==> src/scan_pkg.sv <==
// Package for the scan test port controller: states, lengths, reset values.
// Assumes one system clock; the test clock arrives as a sampled pin.
package scan_pkg;

  // ---------------------------------------------------------------
  // Register lengths and reset values
  // ---------------------------------------------------------------
  localparam int          IR_LEN        = 8;
  localparam int          BSR_LEN       = 48;
  localparam int          BCR_LEN       = 3;
  localparam int          ID_LEN        = 32;
  localparam logic [7:0]  IR_RESET      = 8'h81;
  localparam logic [7:0]  IR_CAPTURE    = 8'h81;
  localparam logic [2:0]  BCR_RESET     = 3'h2;
  localparam logic [3:0]  BSR_OE_RESET  = 4'hF;
  localparam int          BSR_OE_LO     = 44;
  localparam logic [31:0] ID_VALUE      = 32'h0000_1001; // Arbitrary value

  // ---------------------------------------------------------------
  // Instruction opcodes (bit 7 even parity)
  // ---------------------------------------------------------------
  localparam logic [7:0]  OP_EXTEST     = 8'h00;
  localparam logic [7:0]  OP_IDCODE     = 8'h81;
  localparam logic [7:0]  OP_SAMPLE     = 8'h82;
  localparam logic [7:0]  OP_BCR_SCAN   = 8'h87;
  localparam logic [7:0]  OP_BYPASS     = 8'hFF;

  // Controller states
  typedef enum logic [3:0] {
    ST_RESET, ST_IDLE, ST_SEL_DR, ST_CAP_DR, ST_SHIFT_DR, ST_EXIT1_DR,
    ST_PAUSE_DR, ST_EXIT2_DR, ST_UPD_DR, ST_SEL_IR, ST_CAP_IR, ST_SHIFT_IR,
    ST_EXIT1_IR, ST_PAUSE_IR, ST_EXIT2_IR, ST_UPD_IR
  } tap_state_t;

  // Selected data register
  typedef enum logic [1:0] {
    SEL_BYPASS, SEL_BSR, SEL_BCR, SEL_ID
  } dr_sel_t;

  // Test bus pins as sampled
  typedef struct packed {
    logic tck;
    logic tms;
    logic tdi;
  } test_pins_t;

  // Edge events of the test clock
  typedef struct packed {
    logic rise;
    logic fall;
    logic tms;
    logic tdi;
  } tck_event_t;

endpackage : scan_pkg

==> src/pin_sampler.sv <==
// Samples the test bus pins into the system clock domain, finds edges.
// Assumes test clock well below a quarter of the system clock.
module pin_sampler
  import scan_pkg::*;
(
  // Clock and reset
  input  wire logic       clock,
  input  wire logic       reset,
  // Raw pins
  input  wire test_pins_t pins,
  // Edge events
  output tck_event_t      ev
);

  typedef struct packed {
    test_pins_t s1;
    test_pins_t s2;
    test_pins_t s3;
    logic       tck_last;
    tck_event_t ev;
  } samp_state_t;

  samp_state_t st_q, st_d;

  // ---------------------------------------------------------------
  // Three stage sampling, edge accepted when stages two and three agree
  // ---------------------------------------------------------------
  always_comb begin
    st_d          = st_q;
    st_d.s1       = pins;
    st_d.s2       = st_q.s1;
    st_d.s3       = st_q.s2;
    st_d.ev       = '0;
    st_d.ev.tms   = st_q.s3.tms;
    st_d.ev.tdi   = st_q.s3.tdi;
    if (st_q.s2.tck == st_q.s3.tck && st_q.s3.tck != st_q.tck_last) begin
      st_d.tck_last = st_q.s3.tck;
      st_d.ev.rise  = st_q.s3.tck;  // Rising edge: sample inputs
      st_d.ev.fall  = !st_q.s3.tck; // Falling edge: change outputs
    end
  end

  // State register
  always_ff @(posedge clock) begin
    if (reset) begin
      st_q <= '0;
    end else begin
      st_q <= st_d;
    end
  end

  assign ev = st_q.ev;

endmodule : pin_sampler

==> src/tap_fsm.sv <==
// Next-state logic of the sixteen-state test port controller.
// Assumes the caller registers the state on rising test-clock events.
module tap_fsm
  import scan_pkg::*;
(
  // Present state and mode select
  input  wire tap_state_t cur,
  input  wire logic       tms,
  // Next state
  output tap_state_t      nxt
);

  // ---------------------------------------------------------------
  // Standard state graph
  // ---------------------------------------------------------------
  always_comb begin
    case (cur)
      ST_RESET:    nxt = tms ? ST_RESET    : ST_IDLE;
      ST_IDLE:     nxt = tms ? ST_SEL_DR   : ST_IDLE;
      ST_SEL_DR:   nxt = tms ? ST_SEL_IR   : ST_CAP_DR;
      ST_CAP_DR:   nxt = tms ? ST_EXIT1_DR : ST_SHIFT_DR;
      ST_SHIFT_DR: nxt = tms ? ST_EXIT1_DR : ST_SHIFT_DR;
      ST_EXIT1_DR: nxt = tms ? ST_UPD_DR   : ST_PAUSE_DR;
      ST_PAUSE_DR: nxt = tms ? ST_EXIT2_DR : ST_PAUSE_DR;
      ST_EXIT2_DR: nxt = tms ? ST_UPD_DR   : ST_SHIFT_DR;
      ST_UPD_DR:   nxt = tms ? ST_SEL_DR   : ST_IDLE;
      ST_SEL_IR:   nxt = tms ? ST_RESET    : ST_CAP_IR;
      ST_CAP_IR:   nxt = tms ? ST_EXIT1_IR : ST_SHIFT_IR;
      ST_SHIFT_IR: nxt = tms ? ST_EXIT1_IR : ST_SHIFT_IR;
      ST_EXIT1_IR: nxt = tms ? ST_UPD_IR   : ST_PAUSE_IR;
      ST_PAUSE_IR: nxt = tms ? ST_EXIT2_IR : ST_PAUSE_IR;
      ST_EXIT2_IR: nxt = tms ? ST_UPD_IR   : ST_SHIFT_IR;
      ST_UPD_IR:   nxt = tms ? ST_SEL_DR   : ST_IDLE;
      default:     nxt = ST_RESET;
    endcase
  end

endmodule : tap_fsm

==> src/scan_tap.sv <==
// Test access port controller with instruction and data registers.
// Assumes test pins asynchronous to clock; test clock well below clock/4.
module scan_tap
  import scan_pkg::*;
#(
  parameter int          IRW = IR_LEN,
  parameter int          BSW = BSR_LEN,
  parameter logic [31:0] ID  = ID_VALUE // Arbitrary value
)(
  // Clock and reset
  input  wire logic             clock,
  input  wire logic             reset,
  // Test bus pins
  input  wire logic             tck,
  input  wire logic             tms,
  input  wire logic             tdi,
  output logic                  tdo,
  output logic                  tdo_oe,
  // Device boundary
  input  wire logic [BSW-1:0]   pin_capture,
  output logic [BSW-1:0]        bsr_drive,
  output logic                  test_mode,
  output logic [BCR_LEN-1:0]    test_operation,
  output logic                  test_run
);

  typedef struct packed {
    tap_state_t         state;
    logic [IRW-1:0]     ir_shift;
    logic [IRW-1:0]     ir_cur;
    logic               bypass;
    logic [BSW-1:0]     bsr_shift;
    logic [BSW-1:0]     bsr_shadow;
    logic [BCR_LEN-1:0] bcr_shift;
    logic [BCR_LEN-1:0] bcr_shadow;
    logic [ID_LEN-1:0]  id_shift;
    logic               tdo;
    logic               tdo_oe;
    logic               test_mode;
    logic               test_run;
  } tap_regs_t;

  tap_regs_t  r_q, r_d;
  tck_event_t ev;
  tap_state_t fsm_next;
  test_pins_t pins;

  // ---------------------------------------------------------------
  // Pin sampling and state graph
  // ---------------------------------------------------------------
  assign pins = '{tck: tck, tms: tms, tdi: tdi};

  pin_sampler u_sampler (
    .clock (clock),
    .reset (reset),
    .pins  (pins),
    .ev    (ev)
  );

  tap_fsm u_fsm (
    .cur (r_q.state),
    .tms (ev.tms),
    .nxt (fsm_next)
  );

  // Data register selected by an instruction
  function automatic dr_sel_t decode_sel(input logic [IRW-1:0] op);
    case (op)
      OP_EXTEST, OP_SAMPLE: decode_sel = SEL_BSR;
      OP_IDCODE:            decode_sel = SEL_ID;
      OP_BCR_SCAN:          decode_sel = SEL_BCR;
      default:              decode_sel = SEL_BYPASS;
    endcase
  endfunction : decode_sel

  // Instructions that inhibit normal function
  function automatic logic is_test_op(input logic [IRW-1:0] op);
    is_test_op = (op == OP_EXTEST);
  endfunction : is_test_op

  dr_sel_t sel;
  assign sel = decode_sel(r_q.ir_cur);

  // ---------------------------------------------------------------
  // Register behaviour on test-clock events
  // ---------------------------------------------------------------
  always_comb begin
    r_d = r_q;
    if (ev.rise) begin
      r_d.state = fsm_next;
      case (r_q.state)
        ST_CAP_DR: begin
          case (sel)
            SEL_BSR:    r_d.bsr_shift = pin_capture;
            SEL_BCR:    r_d.bcr_shift = r_q.bcr_shadow;
            SEL_ID:     r_d.id_shift  = ID;
            default:    r_d.bypass    = 1'b0;
          endcase
        end
        ST_SHIFT_DR: begin
          case (sel)
            SEL_BSR:    r_d.bsr_shift = {ev.tdi, r_q.bsr_shift[BSW-1:1]};
            SEL_BCR:    r_d.bcr_shift = {ev.tdi, r_q.bcr_shift[BCR_LEN-1:1]};
            SEL_ID:     r_d.id_shift  = {ev.tdi, r_q.id_shift[ID_LEN-1:1]};
            default:    r_d.bypass    = ev.tdi;
          endcase
        end
        ST_CAP_IR:   r_d.ir_shift = IR_CAPTURE;
        ST_SHIFT_IR: r_d.ir_shift = {ev.tdi, r_q.ir_shift[IRW-1:1]};
        // Select, exit and pause states hold all contents
        default: ;
      endcase
    end
    if (ev.fall) begin
      // Output driver follows the shift states
      case (r_q.state)
        ST_SHIFT_DR: begin
          r_d.tdo_oe = 1'b1;
          case (sel)
            SEL_BSR:    r_d.tdo = r_q.bsr_shift[0];
            SEL_BCR:    r_d.tdo = r_q.bcr_shift[0];
            SEL_ID:     r_d.tdo = r_q.id_shift[0];
            default:    r_d.tdo = r_q.bypass;
          endcase
        end
        ST_SHIFT_IR: begin
          r_d.tdo_oe = 1'b1;
          r_d.tdo    = r_q.ir_shift[0];
        end
        default: begin
          r_d.tdo_oe = 1'b0;
          r_d.tdo    = 1'b0;
        end
      endcase
      case (r_q.state)
        ST_RESET: begin
          r_d.ir_cur     = IR_RESET;
          r_d.ir_shift   = IR_RESET;
          r_d.bcr_shadow = BCR_RESET;
          r_d.bsr_shadow[BSR_OE_LO +: 4] = BSR_OE_RESET;
          r_d.test_mode  = 1'b0;
        end
        ST_UPD_DR: begin
          if (sel == SEL_BSR) r_d.bsr_shadow = r_q.bsr_shift;
          if (sel == SEL_BCR) r_d.bcr_shadow = r_q.bcr_shift;
        end
        ST_UPD_IR: begin
          r_d.ir_cur    = r_q.ir_shift;
          r_d.test_mode = is_test_op(r_q.ir_shift);
        end
        default: ;
      endcase
      r_d.test_run = (r_q.state == ST_IDLE);
    end
  end

  // State register; reset returns to the reset state
  always_ff @(posedge clock) begin
    if (reset) begin
      r_q            <= '0;
      r_q.state      <= ST_RESET;
      r_q.ir_shift   <= IR_RESET;
      r_q.ir_cur     <= IR_RESET;
      r_q.bcr_shadow <= BCR_RESET;
      r_q.bsr_shadow[BSR_OE_LO +: 4] <= BSR_OE_RESET;
    end else begin
      r_q <= r_d;
    end
  end

  // Outputs straight from flip-flops
  assign tdo            = r_q.tdo;
  assign tdo_oe         = r_q.tdo_oe;
  assign bsr_drive      = r_q.bsr_shadow;
  assign test_mode      = r_q.test_mode;
  assign test_operation = r_q.bcr_shadow;
  assign test_run       = r_q.test_run;

endmodule : scan_tap

==> config.mk <==
export PLATFORM = sky130hd
export DESIGN_NAME = scan_tap
export DESIGN_NICKNAME = d
export VERILOG_FILES = /design/src/scan_pkg.sv /design/src/pin_sampler.sv /design/src/tap_fsm.sv /design/src/scan_tap.sv
export SDC_FILE = /design/constraint.sdc
export NUM_CORES = 1
export LEC_CHECK = 0
export ABC_AREA = 0
export BUFFER_PORTS_ARGS = -buffer_cell sky130_fd_sc_hd__clkbuf_2
export CAP_MARGIN = 25
export CELL_PAD_IN_SITES_DETAIL_PLACEMENT = 1
export CELL_PAD_IN_SITES_GLOBAL_PLACEMENT = 2
export CORE_ASPECT_RATIO = 0.75
export CORE_UTILIZATION = 36
export DETAILED_ROUTE_END_ITERATION = 12
export GPL_ROUTABILITY_DRIVEN = 0
export GPL_TIMING_DRIVEN = 0
export PLACE_DENSITY_LB_ADDON = 0.1
export SYNTH_ARGS = -nofsm -noshare
export SYNTH_HDL_FRONTEND = slang
export SYNTH_SLANG_ARGS = --single-unit
==> constraint.sdc <==
create_clock -name clock -period 4.16 [get_ports clock]
set_input_delay 0.832 -clock clock [delete_from_list [all_inputs] [get_ports clock]]
set_output_delay 0.832 -clock clock [all_outputs]
set_load 0.01 [all_outputs]
# Word level (Yosys, flattened, before mapping)

Cells that the tools add are included.

Equality and inequality tests: 33
Multiplexer cells: 37
Bitwise logic cells: 1
Reduce and logical (&&, ||, !) cells: 22

Operator list:

| cell                 | count |
|---|---|
| $mux W48             | 3 |
| $pmux W49 S2         | 1 |
| $mux W32             | 2 |
| $pmux W32 S2         | 1 |
| $pmux W4 S12         | 1 |
| $eq A4 B4 Y1 const B | 8 |
| $pmux W8 S2          | 2 |
| $eq A8 B8 Y1 const B | 3 |
| $ne A2 B2 Y1 const B | 10 |
| $eq A4 B3 Y1 const B | 4 |
| $logic_not A8 Y1     | 2 |
| $mux W16             | 1 |
| $mux W4              | 4 |
| $mux W8              | 2 |
| $reduce_and A4 Y1    | 4 |
| $mux W3              | 5 |
| $pmux W3 S2          | 2 |
| $reduce_and A3 Y1    | 3 |
| $eq A4 B2 Y1 const B | 2 |
| $pmux W4 S2          | 1 |
| $reduce_or A2 Y1     | 4 |
| $mux W2              | 3 |
| $pmux W2 S3          | 1 |
| $reduce_bool A2 Y1   | 3 |
| other kinds (15)     | 21 |

Register bits after elaboration: 173

# Depth between registers and ports, before layout

Word-level depth: 7
Mapped depth: 8
Mapped depth without buffers: 5

# Modules after synthesis

A second synthesis with hierarchy kept.

Cells, all modules: 930
Area total of the unflattened synthesis: 7,757.4 um2

By module, submodules not included:

| module      | times used | cells each | area an instance (um2) | seq. area each (um2) |
|---|---|---|---|---|
| scan_tap    | 1          | 862        | 7,118.1                | 3,183.1 |
| pin_sampler | 1          | 35         | 430.4                  | 280.3 |
| tap_fsm     | 1          | 33         | 209.0                  | 0.0 |

# Least setup slack after synthesis

No wires, ideal clock.

Path type: register to register
From: reg r_q[144] in the netlist's numbering
To: reg r_q[35] in the netlist's numbering
Setup time: 0.132 ns
Data arrival time: 1.659 ns
Data required time: 4.028 ns
Path slack: 2.369 ns
Stages on the path, launching flop included: 8
Buffers on the path: 2
Clock period less this slack: 1.791 ns
Cells stage by stage: dfxtp_1 -> nor4_4 -> o211ai_4 -> or4_1 -> buf_2 -> buf_6 -> nand2_1 -> a21oi_1

Longest elaborated chain between the ends: 6

Ends and longest elaborated chain:

| element                                          | RTL line                        | source |
|---|---|---|
| start, declared                                  | scan_tap.sv:43                  | `tap_regs_t r_q, r_d;` |
| start signal, assigned                           | scan_tap.sv:167                 | `r_q <= r_d;` |
| $eq A8 B8 Y1 or $logic_not A8 Y1 (tied branches) | scan_tap.sv:68                  | `case (op)` |
| $reduce_or A2 Y1                                 | scan_tap.sv:68                  |  |
| $pmux W2 S3 *                                    | scan_tap.sv:68                  |  |
| $eq A2 B2 Y1 *                                   | scan_tap.sv:93, scan_tap.sv:101 |  |
| $ne A2 B2 Y1 (no line)                           | n/a                             |  |
| $reduce_and A4 Y1 (no line) *                    | n/a                             |  |

Every way passes the cells marked *; elsewhere a longest branch is shown, timed or not.
A chain may end at the register's enable or synchronous reset.

# Worst setup path after layout

From: reg r_q[144] in the netlist's numbering
To: reg r_q[111] in the netlist's numbering

Longest elaborated chain between the ends: 6

Ends and longest elaborated chain:

| element                                          | RTL line |
|---|---|
| $eq A8 B8 Y1 or $logic_not A8 Y1 (tied branches) | scan_tap.sv:68 |
| $reduce_or A2 Y1                                 | scan_tap.sv:68 |
| $pmux W2 S3 *                                    | scan_tap.sv:68 |
| $eq A2 B1 Y1 *                                   | scan_tap.sv:93, scan_tap.sv:101 |
| $ne A2 B2 Y1 (no line)                           | n/a |
| $reduce_and A4 Y1 (no line) *                    | n/a |

Marked as above.

==> run summary <==
For the unique cell type count in the Yosys netlist, the log shows 56. The setup check on the worst reg-to-reg path leaves a slack of 1.74 ns. For the signal arrival time at the worst endpoint, the log shows 2.72 ns. Timing would allow up to 0.413 GHz. TritonCTS built the clock tree.

Counting flops with a built-in enable in the synthesized netlist gives 0. For this run, the number of Yosys warnings is 0. The power density of the placed cells is 382 nW/um^2. The total of endpoints with negative setup slack in the final report was 0. The final period utilization was 58.3%; the area of the multi-input gates was 3140 sq um. The worst hold path begins at u_sampler.st_d[8]. The worst register-to-register path begins at r_q[144].

The die outline width was 167 um. For this design the top-level I/O count stands at 108. The filler cells instantiated in the layout total 2441.

The setup path with the least slack is of type flip-flop to flip-flop. The repair_antennas step left the layout with diodes totalling 0. The floorplan step defined a die boundary enclosing 21000 sq um. The tools report the number of buffers inserted during clock tree synthesis as 17.

Across all hold checks on the routed design, the worst slack comes to 0.440 ns. For this block, the via count after detailed routing is 6619. Setup repair after global routing left no endpoint under its margin. The family with the most delay on the worst path was simple AND/OR/NAND/NOR gates. The post-route setup TNS came out at 0 ns.

The async set or reset register ratio after synthesis works out to 0%. Clock-pin slew was measured on the worst setup and hold paths at 0.07 ns. The tools report the number of violations reported at the end of detailed-routing iteration 0 as 352. The critical path contains buffers and inverters numbering 2 combined. STA puts the critical path data required time at 4.45 ns.

The tools report the overflow left after global routing as 0. The net count after synthesis is 959. The tools report the startpoint type of the worst setup path as a flip-flop.

The root buffer cell chosen for the clock tree is sky130_fd_sc_hd__clkbuf_16. The number of failing hold endpoints at the final stage is 0, and the detailed placement HPWL is 15.3 mm. The worst hold path belongs to the class flip-flop to flip-flop.

For the peak ir drop on the vdd network, the log shows 0.000198 V. Dividing the synthesized area by the synthesized cell count gives 8.11 sq um. The analysis attributes to cell leakage a power of 3.32 nW.

The count of buffers added on input and output ports is 107. The tool flagged a number of max-cap violations equal to 0. The first-pass GRT wire length is 34.8 mm. The die extent in y is 126 um. The minimum clock period was 2.42 ns; the top fanout value on the critical path was 10. The delay contributed by the slowest stage of the critical path is 0.54 ns. Summing all flip-flop and latch instances after layout gives 3460 sq um.

The run finished with clean final reports. In this run the core area contains 44 standard-cell rows. The tools report the deepest level of the CTS H-tree as 4. The tools report the beginning of the critical path as r_q[144].

The count of antenna-violating nets left after detailed routing was 0. The area growth from synthesis to final layout works out to 19.5%. The tools report the max-slew headroom at the worst pin as 44.4%. The logs give 6522 for the via count of the first global-routing pass and 17 for the pin count of the biggest net entering global routing. Cells with a size suffix above 1 make up 22.1% of the layout. Traced cell by cell, the critical path runs through nor4_4 -> o211ai_4 -> nor2_1 -> buf_2 -> buf_2 -> a311oi_1. The clock net in this run drives a total of 173 sinks. In the routed layout, each cell is associated on average with a via count of 5.10.

The clock skew was 0.0111 ns; the buffer levels on the longest clock path was 2. The core region is 19700 sq um. Synthesis inferred 173 register bits. For this block, the routed nets add up to 21.5 mm of wire.

The run gives 7340 sq um as the mapped cell area. The tools report the residual DRC count as 0. The max-slew violation count is 0, and the combined global-route utilization of all metal layers is 21.0%.

The final layout contains 1085 nets. Buffers added to address setup during post-CTS repair amount to 0. The initial utilization of the core area, before any placement, comes to 37.4%. At the pin with the least slew margin, the transition time is 0.827 ns.

The cell count after synthesis was 906; the number of antenna violations at the first check in global routing was 0. Among all flip-flop cells after synthesis, the most frequent one is sky130_fd_sc_hd__dfxtp_1. Before antenna repair, the detailed router went through 4 iterations. Gates resized during post-CTS repair numbered 0.

For this run, the register share of the synthesized area comes to 47.2%. The final routed wire length divided by cell count came out at 16.6 um. The largest individual stage delay along the critical path comes from the cell sky130_fd_sc_hd__nor4_4. For the worst-skew pair, the clock arrives at the later sink with an insertion delay of 0.43 ns.

The element type at the critical path end was a flip-flop. The number of hold buffers added after CTS was 0. The most frequent cell on the critical path was sky130_fd_sc_hd__buf_2.
[power breakdown]
group	internal (W)	switching [W]	total (W)
combinational	0.0000302	0.0000548	0.0000850
sequential	0.00166	0.00000168	0.00166
clock	0.000903	0.000705	0.00161
total	0.00259	0.000761	0.00335
[sequential cells by signal, summed over array words and instances (netlist names), 2 cells and up]
register,cells
bsr_drive,48
r_q,104
test_operation,3
u_sampler.ev,4
u_sampler.st_d,8
u_sampler.st_q,2
[layer usage]
layer | global-route usage [%] | routed length (um) | vias up
li1 | - | - | 3309
met1 | 31.4 | 11500 | 3169
met2 | 30.6 | 9030 | 124
met3 | 3.65 | 843 | 17
met4 | 5.72 | 214 | 0
met5 | 0 | 0 | -
[per-stage QoR]
| step | std cells | utilization (%) | setup slack (ns) | total power, W | instance area [sq um] |
|---|---|---|---|---|---|
| 4_1_cts | 1297 | 44.6 | 1.71 | 0.00339 | 8770 |
| 2_1_floorplan | 906 | - | 2.37 | 0.00174 | 7340 |
| 6_report | 1297 | 44.6 | 1.74 | 0.00335 | 8770 |
| 3_3_place_gp | 1266 | 41.7 | 1.75 | 0.00179 | 8200 |
| 3_5_place_dp | 1266 | 41.7 | 1.73 | 0.00178 | 8200 |
| 5_1_grt | 1297 | 44.6 | 1.50 | 0.00347 | 8770 |
[synthesized netlist by cell type, drive strengths merged (2+ instances only)]
cell type	instances	share of area, %
a21oi	84	5.7
nor4b	2	0.44
nor2b	17	1.4
a32oi	2	0.24
nand3	37	2.5
a31oi	5	0.43
nand2b	4	0.34
nand2	234	12
o21ai	7	0.48
or2	2	0.17
or4	3	0.31
xnor2	2	0.24
inv	5	0.26
and3b	2	0.24
dfxtp	173	47
a2bb2oi	2	0.24
buf	86	7.8
o21bai	11	1.1
nor3b	7	0.78
a2111oi	2	0.24
clkbuf	39	2.0
o211ai	4	0.60
nor4	6	1.1
nor3	11	0.82
a21boi	2	0.20
a22oi	9	0.92
and4	2	0.24
a311oi	51	6.1
nor2	79	4.1
[cells by family (layout without fill, tap and decap cells)]
logic type / count (synthesis) / count (layout) / share of synthesized area [%]
DFF: 173 / 173 / 47.2
AOI/OAI and AO/OA: 188 / 188 / 17.3
xor gates and xnor gates: 2 / 2 / 0.239
muxes: 1 / 1 / 0.136
buffers and inverters: 130 / 268 / 10.1
and+or+nand+nor: 412 / 412 / 25.1
[area by class of cell]
type	count	share of cell area (%)
Clock buffer	19	5.05
Buffer	125	8.21
Tap cell	253	3.61
Multi-Input combinational cell	603	35.8
Clock inverter	12	1.54
Inverter	5	0.214
Sequential cell	173	39.5
Timing Repair Buffer	107	6.10
[cell usage in the layout (no fill, tap or decap), drive strengths merged, types with 2 or more instances in the layout]
cell      synthesis  final
nand3            37     37
nor3             11     11
a2111oi           2      2
nor3b             7      7
nor2             79     79
a311oi           51     51
clkbuf           39    165
a21boi            2      2
nor2b            17     17
bufinv            0      2
a2bb2oi           2      2
clkinv            0      2
o21ai             7      7
nand2b            4      4
nor4              6      6
o211ai            4      4
nand2           234    234
nor4b             2      2
buf              86     86
or4               3      3
a22oi             9      9
inv               5      9
a21oi            84     84
or2               2      2
and3b             2      2
clkinvlp          0      4
a31oi             5      5
xnor2             2      2
and4              2      2
o21bai           11     11
a32oi             2      2
dfxtp           173    173
[worst paths after layout]
| check | end | cells past startpoint |
|---|---|---|
| worst max-delay path | r_q[111] | 6 |
| worst min-delay path | u_sampler.st_d[5] | 1 |
| worst max register to register | r_q[111] | 6 |
| worst min register to register | u_sampler.st_d[5] | 1 |
(Power assumes the default switching activity.)
